--- config.mk ---
export PLATFORM = sky130hd
export DESIGN_NAME = ddi_dev_flat
export DESIGN_NICKNAME = d
export VERILOG_FILES = /design/src/common/ddi_pkg.sv /design/src/common/ddi_if.sv /design/src/verilog/ddi_dev.sv /design/src/flat_wrapper.sv
export VERILOG_INCLUDE_DIRS = /design/src /design/src/common
export SDC_FILE = /design/constraint.sdc
export NUM_CORES = 1
export LEC_CHECK = 0
export ABC_AREA = 1
export CAP_MARGIN = 20
export CORE_MARGIN = 5
export CORE_UTILIZATION = 55
export CTS_CLUSTER_DIAMETER = 40
export DETAILED_ROUTE_END_ITERATION = 12
export DONT_BUFFER_PORTS = 1
export PLACE_DENSITY_LB_ADDON = 0.05
export SLEW_MARGIN = 20
export SYNTH_ARGS = -nofsm -noshare
export SYNTH_HDL_FRONTEND = slang
export SYNTH_SLANG_ARGS = --single-unit
export TNS_END_PERCENT = 1
--- constraint.sdc ---
create_clock -name i_core_clk -period 4.5 [get_ports i_core_clk]
set_input_delay 0.225 -clock i_core_clk [delete_from_list [all_inputs] [get_ports i_core_clk]]
set_output_delay 0.225 -clock i_core_clk [all_outputs]
set_load 0.02 [all_outputs]
--- src/common/ddi_defs.svh ---
// Constants shared by both ends of the converter input link
`ifndef DDI_DEFS_SVH
`define DDI_DEFS_SVH
`define DDI_DATA_W 10
`define DDI_CODE_MAX 10'h3FF
`define DDI_CODE_SHIFT 10
`define DDI_LATENCY 4
`define DDI_FS_SHIFT 5
`define DDI_REF_W 8
`define DDI_CLK_PERIOD_PS 4000
`define DDI_CLK_LAG_MIN_PS 2000
`define DDI_CLK_LAG_CYC ((`DDI_CLK_LAG_MIN_PS + `DDI_CLK_PERIOD_PS - 1) / `DDI_CLK_PERIOD_PS)
`define DDI_HALF_PERIOD 2
`define DDI_ADDR_CTRL 8'h00
`define DDI_ADDR_DATA_A 8'h04
`define DDI_ADDR_DATA_B 8'h08
`define DDI_ADDR_STATUS 8'h0C
`define DDI_CTRL_EN 0
`define DDI_CTRL_DUAL 1
`define DDI_CTRL_GAIN 2
`define DDI_CTRL_PAIR_RST 3
`define DDI_CTRL_RST 4'h8
`endif

--- src/common/ddi_pkg.sv ---
// Types shared by both ends of the converter input link
`default_nettype none
package ddi_pkg;
  typedef enum logic [2:0] {
    DDI_ST_IDLE = 3'h1,
    DDI_ST_HIGH = 3'h2,
    DDI_ST_LOW = 3'h4
  } ddi_state_type;
endpackage
`default_nettype wire

--- src/common/ddi_if.sv ---
// Pin bundle between sample source and converter front end
`timescale 1ns/1ps
`default_nettype none
`include "ddi_defs.svh"
interface ddi_if;
  logic [`DDI_DATA_W-1:0] port_a;
  logic [`DDI_DATA_W-1:0] port_b;
  logic write_strobe_chan_a;
  logic write_strobe_chan_b;
  logic update_clock_chan_a;
  logic update_clock_chan_b;
  logic channel_select;
  logic pair_align_reset;
  logic bus_mode_strap;
  logic gain_set_strap;
  modport dev (
    input port_a, port_b, write_strobe_chan_a, write_strobe_chan_b,
    input update_clock_chan_a, update_clock_chan_b, channel_select,
    input pair_align_reset, bus_mode_strap, gain_set_strap
  );
  modport host (
    output port_a, port_b, write_strobe_chan_a, write_strobe_chan_b,
    output update_clock_chan_a, update_clock_chan_b, channel_select,
    output pair_align_reset, bus_mode_strap, gain_set_strap
  );
endinterface
`default_nettype wire

--- src/verilog/ddi_dev.sv ---
// Converter input front end: dual-bus and interleaved capture, latency line, transfer mapping
//
// Contract
// [RL1] Strap low selects single-bus interleaved mode
// [RL2] Strap high selects independent dual-bus mode
// [RL3] Dual mode: own port, strobe, clock; code gives channel A the B strobe and clock, and channel B the A ones
// [RL4] Strobe rise captures; channel clock transfers word
// [RL5] Source keeps strobe and clock periods equal
// [RL6] Source: clock rise not after strobe rise
// [RL7] Late clock lags strobe by 2 ns
// [RL8] Select high routes to A, low B
// [RL9] B latch holds while select high
// [RL10] Source sends A/B words at double rate
// [RL11] Shared strobe rise captures both words
// [RL12] Next strobe fall hands words onward
// [RL13] Shared clock halved for converter latches
// [RL14] Pair reset fixes halved clock phase
// [RL15] Halved clock held low during reset
// [RL16] Currents: fs*code/1024 and fs*(1023-code)/1024
// [RL17] Gain strap high: A bias sets both
// [RL18] Full scale is reference times 32
// [RL19] Interleaved mode ignores B port entirely
// [RL20] Offset binary, bit 9 is MSB
// [RL21] Output four clock cycles after write
// [RL22] Halved clock starts low after reset release
//
// Chosen here: the APB interface to the registers and the address map.
`timescale 1ns/1ps
`default_nettype none
`include "ddi_defs.svh"
module ddi_dev
  import ddi_pkg::*;
#(
  parameter int DW = `DDI_DATA_W,
  parameter int LAT = `DDI_LATENCY,
  parameter int RW = `DDI_REF_W
) (
  input wire logic i_core_clk,
  input wire logic i_rstn,
  input wire logic i_ce,
  ddi_if.dev pins,
  input wire logic [RW-1:0] i_bias_resistor_pin_a,
  input wire logic [RW-1:0] i_bias_resistor_pin_b,
  output logic [RW+4:0] o_positive_current_out_a,
  output logic [RW+4:0] o_complementary_current_out_a,
  output logic [RW+4:0] o_positive_current_out_b,
  output logic [RW+4:0] o_complementary_current_out_b,
  output logic o_halved_latch_clock,
  output logic o_mode_dual
);

  // ----------------------------------------------------------------
  // Widths
  // ----------------------------------------------------------------
  localparam int CW = RW + 5;
  localparam int SW = 2 * DW + 8;

  // ----------------------------------------------------------------
  // Scaling
  // ----------------------------------------------------------------
  function automatic logic [CW-1:0] cur_scale(input logic [CW-1:0] fs, input logic [DW-1:0] code);
    logic [CW+DW-1:0] prod;
    prod = {{DW{1'b0}}, fs} * {{CW{1'b0}}, code};
    cur_scale = prod[CW+DW-1:DW];
  endfunction

  // ----------------------------------------------------------------
  // Pin synchronisers
  // ----------------------------------------------------------------
  wire logic [SW-1:0] raw_w;
  logic [SW-1:0] sync1_r;
  logic [SW-1:0] sync2_r;
  logic [3:0] prev_r;
  logic [2*RW-1:0] bias1_r;
  logic [2*RW-1:0] bias2_r;

  assign raw_w = {pins.port_a, pins.port_b,
                  pins.write_strobe_chan_a, pins.write_strobe_chan_b,
                  pins.update_clock_chan_a, pins.update_clock_chan_b,
                  pins.channel_select, pins.pair_align_reset,
                  pins.bus_mode_strap, pins.gain_set_strap};

  always_ff @(posedge i_core_clk or negedge i_rstn) begin
    if (!i_rstn) begin
      sync1_r <= '0;
      sync2_r <= '0;
      prev_r <= '0;
      bias1_r <= '0;
      bias2_r <= '0;
    end else if (i_ce) begin
      sync1_r <= raw_w;
      sync2_r <= sync1_r;
      prev_r <= sync2_r[7:4];
      bias1_r <= {i_bias_resistor_pin_a, i_bias_resistor_pin_b};
      bias2_r <= bias1_r;
    end
  end

  // ----------------------------------------------------------------
  // Decoded pin levels and edges
  // ----------------------------------------------------------------
  wire logic [DW-1:0] port_s [2];
  wire logic [1:0] wr_lvl;
  wire logic [1:0] ck_lvl;
  wire logic [1:0] wr_rise;
  wire logic [1:0] wr_fall;
  wire logic [1:0] ck_rise;
  wire logic sel_s;
  wire logic pair_rst_s;
  wire logic mode_dual_s;
  wire logic gain_s;
  wire logic ilv;

  assign port_s[0] = sync2_r[2*DW+7:DW+8]; // [RL20]
  assign port_s[1] = sync2_r[DW+7:8];
  assign wr_lvl = sync2_r[7:6];
  assign ck_lvl = sync2_r[5:4];
  assign sel_s = sync2_r[3];
  assign pair_rst_s = sync2_r[2];
  assign mode_dual_s = sync2_r[1];
  assign gain_s = sync2_r[0];
  assign ilv = ~mode_dual_s; // [RL1]
  assign wr_rise = wr_lvl & ~prev_r[3:2];
  assign wr_fall = ~wr_lvl & prev_r[3:2];
  assign ck_rise = ck_lvl & ~prev_r[1:0];

  // ----------------------------------------------------------------
  // Halved converter clock
  // ----------------------------------------------------------------
  logic half_r;
  logic half_nxt;
  logic mode_r;
  wire logic half_rise;

  assign half_rise = ilv & ~pair_rst_s & ck_rise[0] & ~half_r; // [RL13]

  always_comb begin
    half_nxt = half_r;
    if (!ilv || pair_rst_s) begin
      half_nxt = 1'b0; // [RL15]
    end else if (ck_rise[0]) begin
      half_nxt = ~half_r; // [RL14] [RL22]
    end
  end

  always_ff @(posedge i_core_clk or negedge i_rstn) begin
    if (!i_rstn) begin
      half_r <= 1'b0;
      mode_r <= 1'b0;
    end else if (i_ce) begin
      half_r <= half_nxt;
      mode_r <= mode_dual_s;
    end
  end

  assign o_halved_latch_clock = half_r;
  assign o_mode_dual = mode_r;

  // ----------------------------------------------------------------
  // Per-channel capture, transfer and latency line
  // ----------------------------------------------------------------
  logic [DW-1:0] in_r [2];
  logic [DW-1:0] hand_r [2];
  logic [CW-1:0] pos_r [2];
  logic [CW-1:0] comp_r [2];

  generate
    for (genvar c = 0; c < 2; c++) begin : g_chan
      wire logic [DW-1:0] in_nxt;
      wire logic [DW-1:0] src;
      wire logic step;
      wire logic take_ilv;
      wire logic [RW-1:0] ref_sel;
      wire logic [CW-1:0] fs;
      wire logic [DW-1:0] out_code;
      logic [DW-1:0] pipe_r [LAT-1];

      // A takes the shared port on select high, B on select low
      assign take_ilv = wr_rise[0] & (c == 0 ? sel_s : ~sel_s); // [RL8] [RL11] [RL19]
      assign in_nxt = mode_dual_s ? (wr_rise[c] ? port_s[c] : in_r[c]) // [RL2] [RL3] [RL4]
                                  : (take_ilv ? port_s[0] : in_r[c]); // [RL9]
      assign step = mode_dual_s ? ck_rise[c] : half_rise; // [RL4] [RL13]
      assign src = mode_dual_s ? in_r[c] : hand_r[c];
      assign ref_sel = (gain_s || c == 0) ? bias2_r[2*RW-1:RW] : bias2_r[RW-1:0]; // [RL17]
      assign fs = {{5{1'b0}}, ref_sel} << `DDI_FS_SHIFT; // [RL18]
      assign out_code = pipe_r[LAT-2];

      always_ff @(posedge i_core_clk or negedge i_rstn) begin
        if (!i_rstn) begin
          in_r[c] <= '0;
          hand_r[c] <= '0;
        end else if (i_ce) begin
          in_r[c] <= in_nxt;
          if (ilv && wr_fall[0]) begin
            hand_r[c] <= in_r[c]; // [RL12]
          end
        end
      end

      always_ff @(posedge i_core_clk or negedge i_rstn) begin
        if (!i_rstn) begin
          for (int k = 0; k < LAT - 1; k++) begin
            pipe_r[k] <= '0;
          end
          pos_r[c] <= '0;
          comp_r[c] <= '0;
        end else if (i_ce && step) begin
          pipe_r[0] <= src; // [RL21]
          for (int k = 1; k < LAT - 1; k++) begin
            pipe_r[k] <= pipe_r[k-1];
          end
          pos_r[c] <= cur_scale(fs, out_code); // [RL16]
          comp_r[c] <= cur_scale(fs, `DDI_CODE_MAX - out_code); // [RL16]
        end
      end
    end
  endgenerate

  // ----------------------------------------------------------------
  // Output currents
  // ----------------------------------------------------------------
  assign o_positive_current_out_a = pos_r[0];
  assign o_complementary_current_out_a = comp_r[0];
  assign o_positive_current_out_b = pos_r[1];
  assign o_complementary_current_out_b = comp_r[1];

endmodule
`default_nettype wire

--- src/flat_wrapper.sv ---
// flat-port wrapper written by rule: the top's interface ports become plain ports
module ddi_dev_flat import ddi_pkg::*;
#(
  parameter int DW = `DDI_DATA_W,
  parameter int LAT = `DDI_LATENCY,
  parameter int RW = `DDI_REF_W
)
  (i_core_clk, i_rstn, i_ce, i_bias_resistor_pin_a, i_bias_resistor_pin_b, o_positive_current_out_a, o_complementary_current_out_a, o_positive_current_out_b, o_complementary_current_out_b, o_halved_latch_clock, o_mode_dual, pins_port_a, pins_port_b, pins_write_strobe_chan_a, pins_write_strobe_chan_b, pins_update_clock_chan_a, pins_update_clock_chan_b, pins_channel_select, pins_pair_align_reset, pins_bus_mode_strap, pins_gain_set_strap);
  ddi_if pins_i ();
  input wire logic i_core_clk;
  input wire logic i_rstn;
  input wire logic i_ce;
  input wire logic [RW-1:0] i_bias_resistor_pin_a;
  input wire logic [RW-1:0] i_bias_resistor_pin_b;
  output logic [RW+4:0] o_positive_current_out_a;
  output logic [RW+4:0] o_complementary_current_out_a;
  output logic [RW+4:0] o_positive_current_out_b;
  output logic [RW+4:0] o_complementary_current_out_b;
  output logic o_halved_latch_clock;
  output logic o_mode_dual;
  input wire logic [$bits(pins_i.port_a)-1:0] pins_port_a;
  input wire logic [$bits(pins_i.port_b)-1:0] pins_port_b;
  input wire logic [$bits(pins_i.write_strobe_chan_a)-1:0] pins_write_strobe_chan_a;
  input wire logic [$bits(pins_i.write_strobe_chan_b)-1:0] pins_write_strobe_chan_b;
  input wire logic [$bits(pins_i.update_clock_chan_a)-1:0] pins_update_clock_chan_a;
  input wire logic [$bits(pins_i.update_clock_chan_b)-1:0] pins_update_clock_chan_b;
  input wire logic [$bits(pins_i.channel_select)-1:0] pins_channel_select;
  input wire logic [$bits(pins_i.pair_align_reset)-1:0] pins_pair_align_reset;
  input wire logic [$bits(pins_i.bus_mode_strap)-1:0] pins_bus_mode_strap;
  input wire logic [$bits(pins_i.gain_set_strap)-1:0] pins_gain_set_strap;
  assign pins_i.port_a = pins_port_a;
  assign pins_i.port_b = pins_port_b;
  assign pins_i.write_strobe_chan_a = pins_write_strobe_chan_a;
  assign pins_i.write_strobe_chan_b = pins_write_strobe_chan_b;
  assign pins_i.update_clock_chan_a = pins_update_clock_chan_a;
  assign pins_i.update_clock_chan_b = pins_update_clock_chan_b;
  assign pins_i.channel_select = pins_channel_select;
  assign pins_i.pair_align_reset = pins_pair_align_reset;
  assign pins_i.bus_mode_strap = pins_bus_mode_strap;
  assign pins_i.gain_set_strap = pins_gain_set_strap;
  ddi_dev #(.DW(DW), .LAT(LAT), .RW(RW)) u_core (.i_core_clk(i_core_clk), .i_rstn(i_rstn), .i_ce(i_ce), .pins(pins_i), .i_bias_resistor_pin_a(i_bias_resistor_pin_a), .i_bias_resistor_pin_b(i_bias_resistor_pin_b), .o_positive_current_out_a(o_positive_current_out_a), .o_complementary_current_out_a(o_complementary_current_out_a), .o_positive_current_out_b(o_positive_current_out_b), .o_complementary_current_out_b(o_complementary_current_out_b), .o_halved_latch_clock(o_halved_latch_clock), .o_mode_dual(o_mode_dual));
endmodule
# Word level (Yosys, flattened, before mapping)

Cells that the tools add are included.

Register bits after elaboration: 246
Input port bits: 47
Output and inout bits: 54
Word-level logic and storage cells: 68

Add/subtract/negate cells: 2
Multiply operators: 4
Eq/ne operators: 2
Multiplexer cells: 13
Bitwise gates (word level): 15
Reduce and logical (&&, ||, !) cells: 11

Operator list:

| operator                                      | count |
|---|---|
| 10-bit two-way mux                            | 8 |
| 8-bit by 10-bit multiplier with 18-bit output | 4 |
| 10-bit subtractor (first input constant)      | 2 |
| 8-bit two-way mux                             | 1 |
| 1-bit AND                                     | 6 |
| 3-bit AND reduction                           | 2 |
| 2-bit nonzero test                            | 3 |
| 1-bit inverter                                | 5 |
| 2-bit AND                                     | 2 |
| 1-bit two-way mux                             | 4 |
| 2-bit != test (second input constant)         | 2 |
| 2-bit inverter                                | 2 |
| 2-bit AND reduction                           | 2 |
| 1-bit logical AND                             | 3 |
| 1-bit logical OR                              | 1 |

# Logic depth before layout (Yosys ltp)

Gate-level depths: netlist of the first run.

Depth after elaboration: 6
Depth in mapped cells: 27
Mapped depth without buffers: 26

# Worst setup path after synthesis of the first run

OpenSTA, ideal clock, no wires.

Path kind: register to register
From: register u_core.sync2_r[0]
To: register u_core.comp_r, in the netlist u_core.o_complementary_current_out_b[12]
Setup time: 0.117 ns
Arrival time: 4.291 ns
Data required time: 4.383 ns
Path slack: 0.091 ns
Cell stages (with the launch flop): 20
Buffers on the path: 2
Period minus slack after synthesis: 4.409 ns
Cell sequence: dfrtp_1 -> buf_2 -> o21ai_2 -> buf_2 -> nor2_1 -> fa_1 -> inv_1 -> fa_1 -> fa_1 -> fa_1 -> inv_1 -> ha_1 -> nand2_1 -> inv_1 -> a21oi_1 -> nor2_1 -> nor2_1 -> nand3_1 -> nand3_1 -> nand2_1

Word-level cells in the longest chain between the ends: 2

RTL lines:

| what                                          | RTL line       | source |
|---|---|---|
| start, declared                               | ddi_dev.sv:72  | `logic [SW-1:0] sync2_r;` |
| start signal, assigned                        | ddi_dev.sv:92  | `sync2_r <= sync1_r;` |
| 8-bit two-way mux                             | ddi_dev.sv:184 | `assign ref_sel = (gain_s \|\| c == 0) ? bias2_r[2*RW-1:RW] : bias2_r[RW-1:0];` |
| 8-bit by 10-bit multiplier with 18-bit output | ddi_dev.sv:63  | `prod = {{DW{1'b0}}, fs} * {{CW{1'b0}}, code};` |
| end signal, assigned by index                 | ddi_dev.sv:213 | `` comp_r[c] <= cur_scale(fs, `DDI_CODE_MAX - out_code); `` |
| end, declared                                 | ddi_dev.sv:165 | `logic [CW-1:0] comp_r [2];` |

Every way passes these cells.
A chain may end at the register's enable or synchronous reset.

# Final worst setup path of the first run

From: register u_core.sync2_r[0]
To: register u_core.comp_r, in the netlist u_core.o_complementary_current_out_b[10]

Same word-level chain as after synthesis.

==> results of run 1 <==
## Yosys cell counts, types with 6 or more instances
library cell | count | area share, %
a21oi_1 | 49 | 1.2
clkbuf_1 | 72 | 1.4
fa_1 | 188 | 19
nand3_1 | 69 | 1.7
inv_2 | 6 | 0.11
o21a_1 | 6 | 0.23
nor3_1 | 13 | 0.33
o21ai_0 | 158 | 4.0
nand2_2 | 8 | 0.25
xnor2_1 | 16 | 0.70
dfrtp_1 | 246 | 31
o211ai_1 | 30 | 1.1
nor2_1 | 247 | 4.7
inv_1 | 446 | 8.4
o21ai_1 | 15 | 0.38
nand3b_1 | 10 | 0.38
or2_2 | 6 | 0.19
ha_1 | 140 | 8.8
buf_2 | 20 | 0.50
a21o_1 | 14 | 0.53
nand2_1 | 695 | 13
clkinv_1 | 13 | 0.24
nand4_1 | 8 | 0.25
## cells in the final DEF (no fill, tap or decap), types with 4 or more instances in the layout
cell type,instances
clkbuf_16,38
nor2_1,242
fa_1,187
or2_2,6
a21o_1,14
clkinv_4,5
nor3_1,11
o21a_1,6
nand4_1,8
bufinv_16,4
nand3b_1,10
nand3_1,68
o21bai_1,4
o211ai_1,30
nand2_2,19
o31ai_1,4
nand2_1,684
inv_2,11
ha_1,128
xnor2_1,16
clkinvlp_4,4
o21ai_4,4
buf_6,8
buf_4,91
inv_8,4
a21oi_2,9
a21oi_1,40
o21ai_2,6
inv_1,443
o21ai_1,13
dlygate4sd3_1,44
ha_4,11
inv_6,5
nor2_2,7
o21ai_0,155
clkinv_2,4
xor2_1,5
dfrtp_1,244
clkinv_1,11
## routing by layer
layer / vias up / track usage [%]
met5: - / 0
met4: 0 / 5.58
met3: 76 / 4.20
met2: 371 / 39.4
met1: 7575 / 34.5
li1: 7867 / -
## stage by stage
stage | std cells | util (%) | worst slack, ns | instance area [um^2] | setup TNS (ns)
6_report | 3098 | 64.5 | 0.153 | 23000 | 0
4_1_cts | 3095 | 63.6 | 0.0256 | 22700 | 0
3_3_place_gp | 2981 | 58.5 | 0.0913 | 20900 | 0
3_5_place_dp | 2981 | 58.5 | 0.00727 | 20900 | 0
2_1_floorplan | 2523 | - | 0.0915 | 19900 | 0
5_1_grt | 3098 | 64.5 | -0.0638 | 23000 | -0.359
## kinds of logic (layout without fill, tap and decap cells)
logic type	Yosys count	in the layout	synth area share, %
buffers and inverters	567	681	10.9
AO/OA/AOI/OAI	291	291	8.22
XOR/XNOR	21	21	0.923
flip-flops	246	246	30.9
adder cells (fa/ha/maj)	328	328	27.7
AND/OR/NAND/NOR	1070	1070	21.4
## repair_timing
| item | in CTS | in global routing |
|---|---|---|
| gates resized for setup | 1 | 69 |
| endpoints found under the hold margin | 339 | 246 |
| endpoints found under the setup margin | 1 | 33 |
| pin swaps | 0 | 7 |
| setup buffers | 0 | 3 |
## worst min-delay path by stage
stage | start | end | slack (ns) | cells after the start
floorplan | i_rstn | u_core.bias1_r[0] | -0.07 | 0
global placement | i_rstn | u_core.o_positive_current_out_b[5] | -0.06 | 0
detailed placement | i_rstn | u_core.o_positive_current_out_b[5] | -0.06 | 0
CTS | i_rstn | u_core.o_positive_current_out_b[7] | -0.64 | 0
global route | i_rstn | u_core.o_positive_current_out_b[5] | -0.64 | 0
finish | i_rstn | u_core.o_positive_current_out_b[2] | -0.62 | 0
## state kept, by name, summed over array words and instances, names as in the netlist, 4 cells and up
| register | cells |
|---|---|
| u_core.sync1_r | 28 |
| u_core.o_complementary_current_out_b | 13 |
| u_core.sync2_r | 28 |
| u_core.g_chan.pipe_r | 40 |
| u_core.bias2_r | 16 |
| u_core.o_complementary_current_out_a | 13 |
| u_core.prev_r | 4 |
| u_core.hand_r | 20 |
| u_core.o_positive_current_out_a | 13 |
| u_core.in_r | 20 |
| u_core.g_chan.out_code | 20 |
| u_core.bias1_r | 16 |
| u_core.o_positive_current_out_b | 13 |
## cell type report
cell class	instances	area [um^2]
fill	3089	12700
clock buffer	42	996
tap	461	577
timing repair buffer	147	1300
clock inverter	27	319
multi-input combinational	1710	11900
inverter	465	1750
sequential	246	6160
==> results summary, run 1 <==
The checks that failed: negative hold slack. In this run the critical register-to-register path is captured at u_core.o_complementary_current_out_b[10]. Data arrives at the worst endpoint at 4.77 ns.

The average cell area after synthesis came out at just under 8 um^2. The most used flip-flop cell after synthesis is dfrtp_1. The wire-length estimate of the detail-placed layout is roughly 35000 um. The total count of hold-check failures in the final report came out at between 200 and 250.

The synthesized netlist occupies a cell area of 19900 um^2. In the synthesized netlist the async set-or-reset flop fraction comes to between 90% and 100%. The number of clock sinks came out at 246. The count of inserted antenna diode cells came out at 0. The minimum period implied by the final worst setup slack is 4.35 ns. Clock-pin slew was measured on the worst setup and hold paths at about 0.050 ns. The floorplan has between 60 and 70 rows. The critical path goes through buf_12 > o21ai_4 > buf_6 > nor2_1 > fa_1 > fa_1 > fa_1 > inv_1 > fa_1 > inv_1 > ha_1 > inv_1 > o21bai_1 > a21oi_1 > o21a_1 > nand2_1 > nand2_1 > nand3_1 > nand2_1. The layout-stage area growth over the synthesis result is 15.4%. After detailed routing, the met3 layer carries between 2000 and 2500 um of wire. The starting utilization of the core area is 55.9%. The number of port buffers is 0. The number of remaining DRC errors is 0. The worst-case clock buffer depth is 3.

The worst register-to-register path begins at u_core.sync2_r[0]. The minimum hold slack is -0.621 ns. The highest metal layer carrying signal wires in the routed design is met4. The mean number of vias per cell is approximately 5.1. The critical path starts at u_core.sync2_r[0]. The final-report setup violation count is 0. The run finished, with violations left. The number of flops mapped to enable cells by yosys is 0.

In this design, the critical path's most frequently occurring cell is fa_1. STA classifies the critical path startpoint as a flip-flop. The total via count after detailed routing came out at about 16000. The largest net degree at the start of global routing came out at around 250.

The area of the placeable core came out at 35700 um^2. The first global-routing pass estimated about 81000 um of wire. Measured along the y axis, the die boundary spans between 200 and 250 um.

The total I/O pin count is 101. The count of TritonRoute iterations in the first routing pass came out at 5. The count of hold-fix buffers inserted at cts is 45. The number of distinct standard cells referenced by the synthesized netlist is 39. At the later pin of the worst-skew pair, clock insertion delay measures 0.55 ns. The root buffer selected by CTS is clkbuf_16.

The min-delay analysis places its worst path in the category in -> async. The initial detailed-routing violation count came out at roughly 1100. The area of the die came out at around 40000 um^2. The number of buffers added by the clock tree synthesis step is 38. The detailed router put a total of roughly 22000 um of wire on met1. The count of buffer and inverter cells on the critical path came out at 5.

The total of max-cap violations is 0. The number of warnings reported in the yosys synthesis log came out at 0. Among all stages on the critical path, the largest delay is contributed by fa_1. The number of gates on the worst path with buffers counted came out at 19. The overall track demand over capacity in global routing is ~24%. Setup repair after global routing could not meet its margin everywhere. Based on the critical path, the design can be clocked at up to 230 MHz. The weighted congestion reported at the end of routability-driven placement is slightly above 0.9. The wire length on met2 came out at 21900 um.

The final-stage net count came out at just under 3000. The share of the Yosys chip area taken by registers is slightly above 30%. The synthesized netlist cell count came out at about 2500.

The remaining max-slew budget at the tightest pin came out at between 30% and 40%. The die is around 200 um wide. The critical path is of the reg -> reg type. The largest fanout on the critical path is 12. The critical path ends at u_core.o_complementary_current_out_b[10]. The cell count of the worst reg-to-reg path came out at 19. For this run the aggregate overflow at the end of global routing stands at 0. STA puts the critical path data required time at just under 5 ns. The count of nets left with antenna violations after detail routing is 0. The number of global-route vias before repair is around 16000. The total of flip-flops plus latches after synthesis is 246.

The mean routed wirelength per cell came out at between 15 and 20 um. The number of H-tree levels came out at 2. The number of nets handed over by synthesis was between 2000 and 3000. In this design, the stage delay of the slowest critical-path cell is about 0.55 ns. The register-to-register path setup slack came out at between 0.15 and 0.2 ns. The portion of the clock cycle consumed by the worst path in the final layout came out at between 90 and 100%. The worst-case clock skew is ~0.011 ns.

For the pin with the worst max-slew slack, the measured transition is about 0.96 ns. The clock tree from TritonCTS is done. The max-slew violation count is 0. The fraction of layout cells with a size suffix above 1 is 9.78%. The top cell family by delay on the critical path is adder cells.

The worst setup path is captured at a flip-flop. The initial antenna violation count came out at 0. The wire length reported by the detailed router came out at between 40000 and 50000 um.
Power of run 1 is left out: the tool's default activity adds up to more than one toggle a clock period on the data nets, which glitch-free logic cannot reach.
==> run 2, diff against run 1 <==
Settings changed: CELL_PAD_IN_SITES_DETAIL_PLACEMENT set to 0, CELL_PAD_IN_SITES_GLOBAL_PLACEMENT set to 1, CORE_UTILIZATION 55 to 45, CTS_CLUSTER_DIAMETER 40 to 120.
==> run 2 against run 1 <==
Against the previous run: the flow still finishes with violations (negative hold slack); via count increased by 0.94%; register-to-register slack about the same; count of clock-buffer cells in the layout decreased by 2; worst hold slack got worse by 0.013 ns; utilization decreased by 12 points; flip-flop and latch count unchanged; wire length increased by 7.3%.
==> results summary, run 2 (synthesis gave the netlist of run 1 again) <==
The number of flip-flops in the largest register is 40 (unchanged). The post-place setup slack came out at -0.0697 ns (-0.0770 ns). On the critical path, the stage with the largest delay is an instance of fa_1.

The setup path with the least slack is of type reg -> reg. The layout-stage area growth over the synthesis result came out at 15.1%. The count of nets left with antenna violations after detail routing is 0 (unchanged). The count of inserted antenna diode cells is 0 (unchanged). The number of clock sinks came out at 246 (unchanged). The area of the placeable core came out at 44000 um^2 (+23%). The worst-case clock skew came out at 0.0261 ns (+0.0147 ns).

The initial detailed-routing violation count is 789 (-27%). STA classifies the critical path endpoint as a flip-flop. Walking the worst path, the cells encountered are buf_4 > o21ai_2 > buf_6 > nor2_2 > fa_1 > fa_1 > fa_1 > inv_1 > fa_1 > inv_1 > ha_1 > a21o_1 > a21oi_2 > nor2_1 > nor2_1 > nand3_1 > nand3_1 > nand2_1. The fraction of layout cells with a size suffix above 1 came out at 10.2% (+0.40 points).

The count of TritonRoute iterations in the first routing pass is 7 (+2). The count of buffer and inverter cells on the critical path came out at 4 (-1). The total of max-cap violations is 0 (unchanged). Counting stages on the worst path, the most repeated cell is fa_1. The largest net degree at the start of global routing is 247 (unchanged). The final worst slack came out at 0.141 ns (-0.0121 ns). The number of cell rows is 77 (+12%). The number of buffers added by the clock tree synthesis step is 29 (-24%).

The max-slew violation count is 0 (unchanged). The starting utilization of the core area is 45.3% (-11 points). The number of global-route vias before repair came out at 17100 (+5.0%). The mean routed wirelength per cell is 15.8 um (+2.4%). The number of cells in the design after placement is 3142 (+5.4%). The wire length reported by the detailed router was 51200 um (+7.3%). The remaining max-slew budget at the tightest pin came out at 37.6% (+1.6 points). The data required time at the worst endpoint came out at 4.96 ns (+0.03 ns). The total count of hold-check failures in the final report came out at 246 (unchanged).

The portion of the clock cycle consumed by the worst path in the final layout is 96.9% (+0.27 points). The root buffer selected by CTS is clkbuf_16. The top cell types in the final layout, fill and taps aside, are nand2_1 (684), inv_1 (442), dfrtp_1 (242). The actual transition at the worst max-transition pin was 0.936 ns (-0.0228 ns). The cell family contributing the most delay on the critical path is adder cells. The clock transition at the registers of the reported paths came out at 0.06 ns (about the same).

The count of hold-fix buffers inserted at cts came to 45 (unchanged). The number of remaining DRC errors came out at 0 (unchanged). The number of fillers in the final layout came out at 4372 (+42%). Setup repair after global routing could not meet its margin everywhere. The chip width is 220 um (+10%). The minimum period implied by the final worst setup slack came to 4.36 ns (+0.0121 ns). The final-stage net count came out at 3008 (+0.84%).

The final-report setup violation count is 0 (unchanged). In the final layout, the registers with the most flip-flops are u_core.g_chan.pipe_r x40, u_core.sync1_r x28, u_core.sync2_r x28. The number of port buffers was 0 (unchanged). The largest fanout on the critical path is 11 (-1). The final reports fail on negative hold slack. The leftover overflow at the end of global routing came out at 0 (unchanged). The area of the die is 48600 um^2 (+21%). The worst-case clock buffer depth is 3 (unchanged). The half-perimeter wire length after detailed placement came out at 38300 um (+9.9%). The height of the chip came out at 220 um (+10%). The total I/O pin count is 101 (unchanged). The total via count after detailed routing came out at 16000 (+0.94%). The biggest cell delay along the critical path came out at 0.54 ns (about the same). The weighted congestion reported at the end of routability-driven placement is 0.846 (-8.3%).

The minimum hold slack was -0.634 ns (-0.0132 ns). The library cell used most frequently in the layout, excluding fill and tap cells, is nand2_1. The number of H-tree levels came to 1 (-1). The run finished, with violations left. More flip-flops sit in one register than any other, and that register is u_core.g_chan.pipe_r. The signal arrival time at the worst endpoint came out at 4.82 ns (+0.05 ns). The clock tree from TritonCTS is done. The mean number of vias per cell was 4.94 (-3.6%). The wire length of the first global-routing pass is 86800 um (+6.5%). The worst setup path is launched from a flip-flop. The overall track demand over capacity in global routing was 22.0% (-2.2 points). The clock latency reported for the late side of the worst-skew pair is 0.59 ns (+0.04 ns). The initial antenna violation count is 1 (+1). The post-route non-filler standard cell count is 3244 (+4.7%). The highest attainable clock frequency is 229 MHz (-0.28%). The worst hold path belongs to the class in -> async.
-- run 2: cell count changes in the layout (fill, tap and decap cells not counted), sizes merged --
cell	change
clkinv	-2
clkbuf	-2
buf	+34
bufinv	-3
clkinvlp	-4
inv	-8
-- run 2: what timing repair did --
| item | 4_1_cts | 5_1_grt |
|---|---|---|
| cloned | 0 | 0 |
| hold endpoints to repair | 340 | 246 |
| setup buffers | 0 | 6 |
| setup endpoints to repair | 14 | 40 |
| pin swaps | 0 | 20 |
| gates resized for setup | 6 | 71 |
-- run 2: path summary, 6_finish.rpt --
kind / start / endpoint / slack, ns / depth (start not counted)
worst max-delay path: u_core.sync2_r[0] / u_core.o_complementary_current_out_b[12] / 0.14 / 18
worst min register to register: u_core.bias1_r[5] / u_core.bias1_r[5] / 0.47 / 2
worst max register to register: u_core.sync2_r[0] / u_core.o_complementary_current_out_b[12] / 0.14 / 18
min in group i_core_clk: i_ce / u_core.sync2_r[4] / 0.10 / 3
worst min-delay path: i_rstn / u_core.sync1_r[9] / -0.63 / 0
max in group asynchronous: i_rstn / u_core.sync2_r[1] / 4.50 / 0
-- run 2: worst reg2reg max path: stages (launching register included) --
cell	delay, ns
dfrtp_2	0.46
buf_4	0.18
o21ai_2	0.19
buf_6	0.18
nor2_2	0.05
fa_1	0.54
fa_1	0.45
fa_1	0.50
inv_1	0.05
fa_1	0.48
inv_1	0.04
ha_1	0.31
a21o_1	0.23
a21oi_2	0.18
nor2_1	0.05
nor2_1	0.12
nand3_1	0.09
nand3_1	0.08
nand2_1	0.05
-- run 2: cell type report --
class	count	area, um^2	area share (%)
inverters	465	1750	7.60
multi-input cells	1710	11900	51.7
clock buffers	40	787	3.43
well taps	592	741	3.23
repair buffers	181	1550	6.75
flip-flops and latches	246	6160	26.8
clock inverters	10	101	0.442
-- run 2: layer usage --
metal | part of all wire (%) | up-vias | GRT usage, % | wire length [um]
li1 | - | 7893 | - | -
met1 | 43 | 7813 | 27.6 | 22000
met2 | 51 | 255 | 40.3 | 26100
met3 | 3.3 | 75 | 2.71 | 1690
met4 | 2.7 | 2 | 5.76 | 1370
met5 | 0.025 | - | 0 | 13
-- run 2: metrics by stage --
| step | TNS, ns | hold slack [ns] | area (um^2) | util [%] |
|---|---|---|---|---|
| floorplan | 0 | -0.0706 | 19900 | - |
| global placement | -0.0717 | -0.0593 | 21200 | 48.2 |
| detailed placement | -0.194 | -0.0582 | 21200 | 48.2 |
| CTS | -0.0473 | -0.694 | 22600 | 51.3 |
| global route | -0.977 | -0.672 | 23000 | 52.1 |
| finish | 0 | -0.634 | 23000 | 52.1 |
Power of run 2 is left out for the same reason.
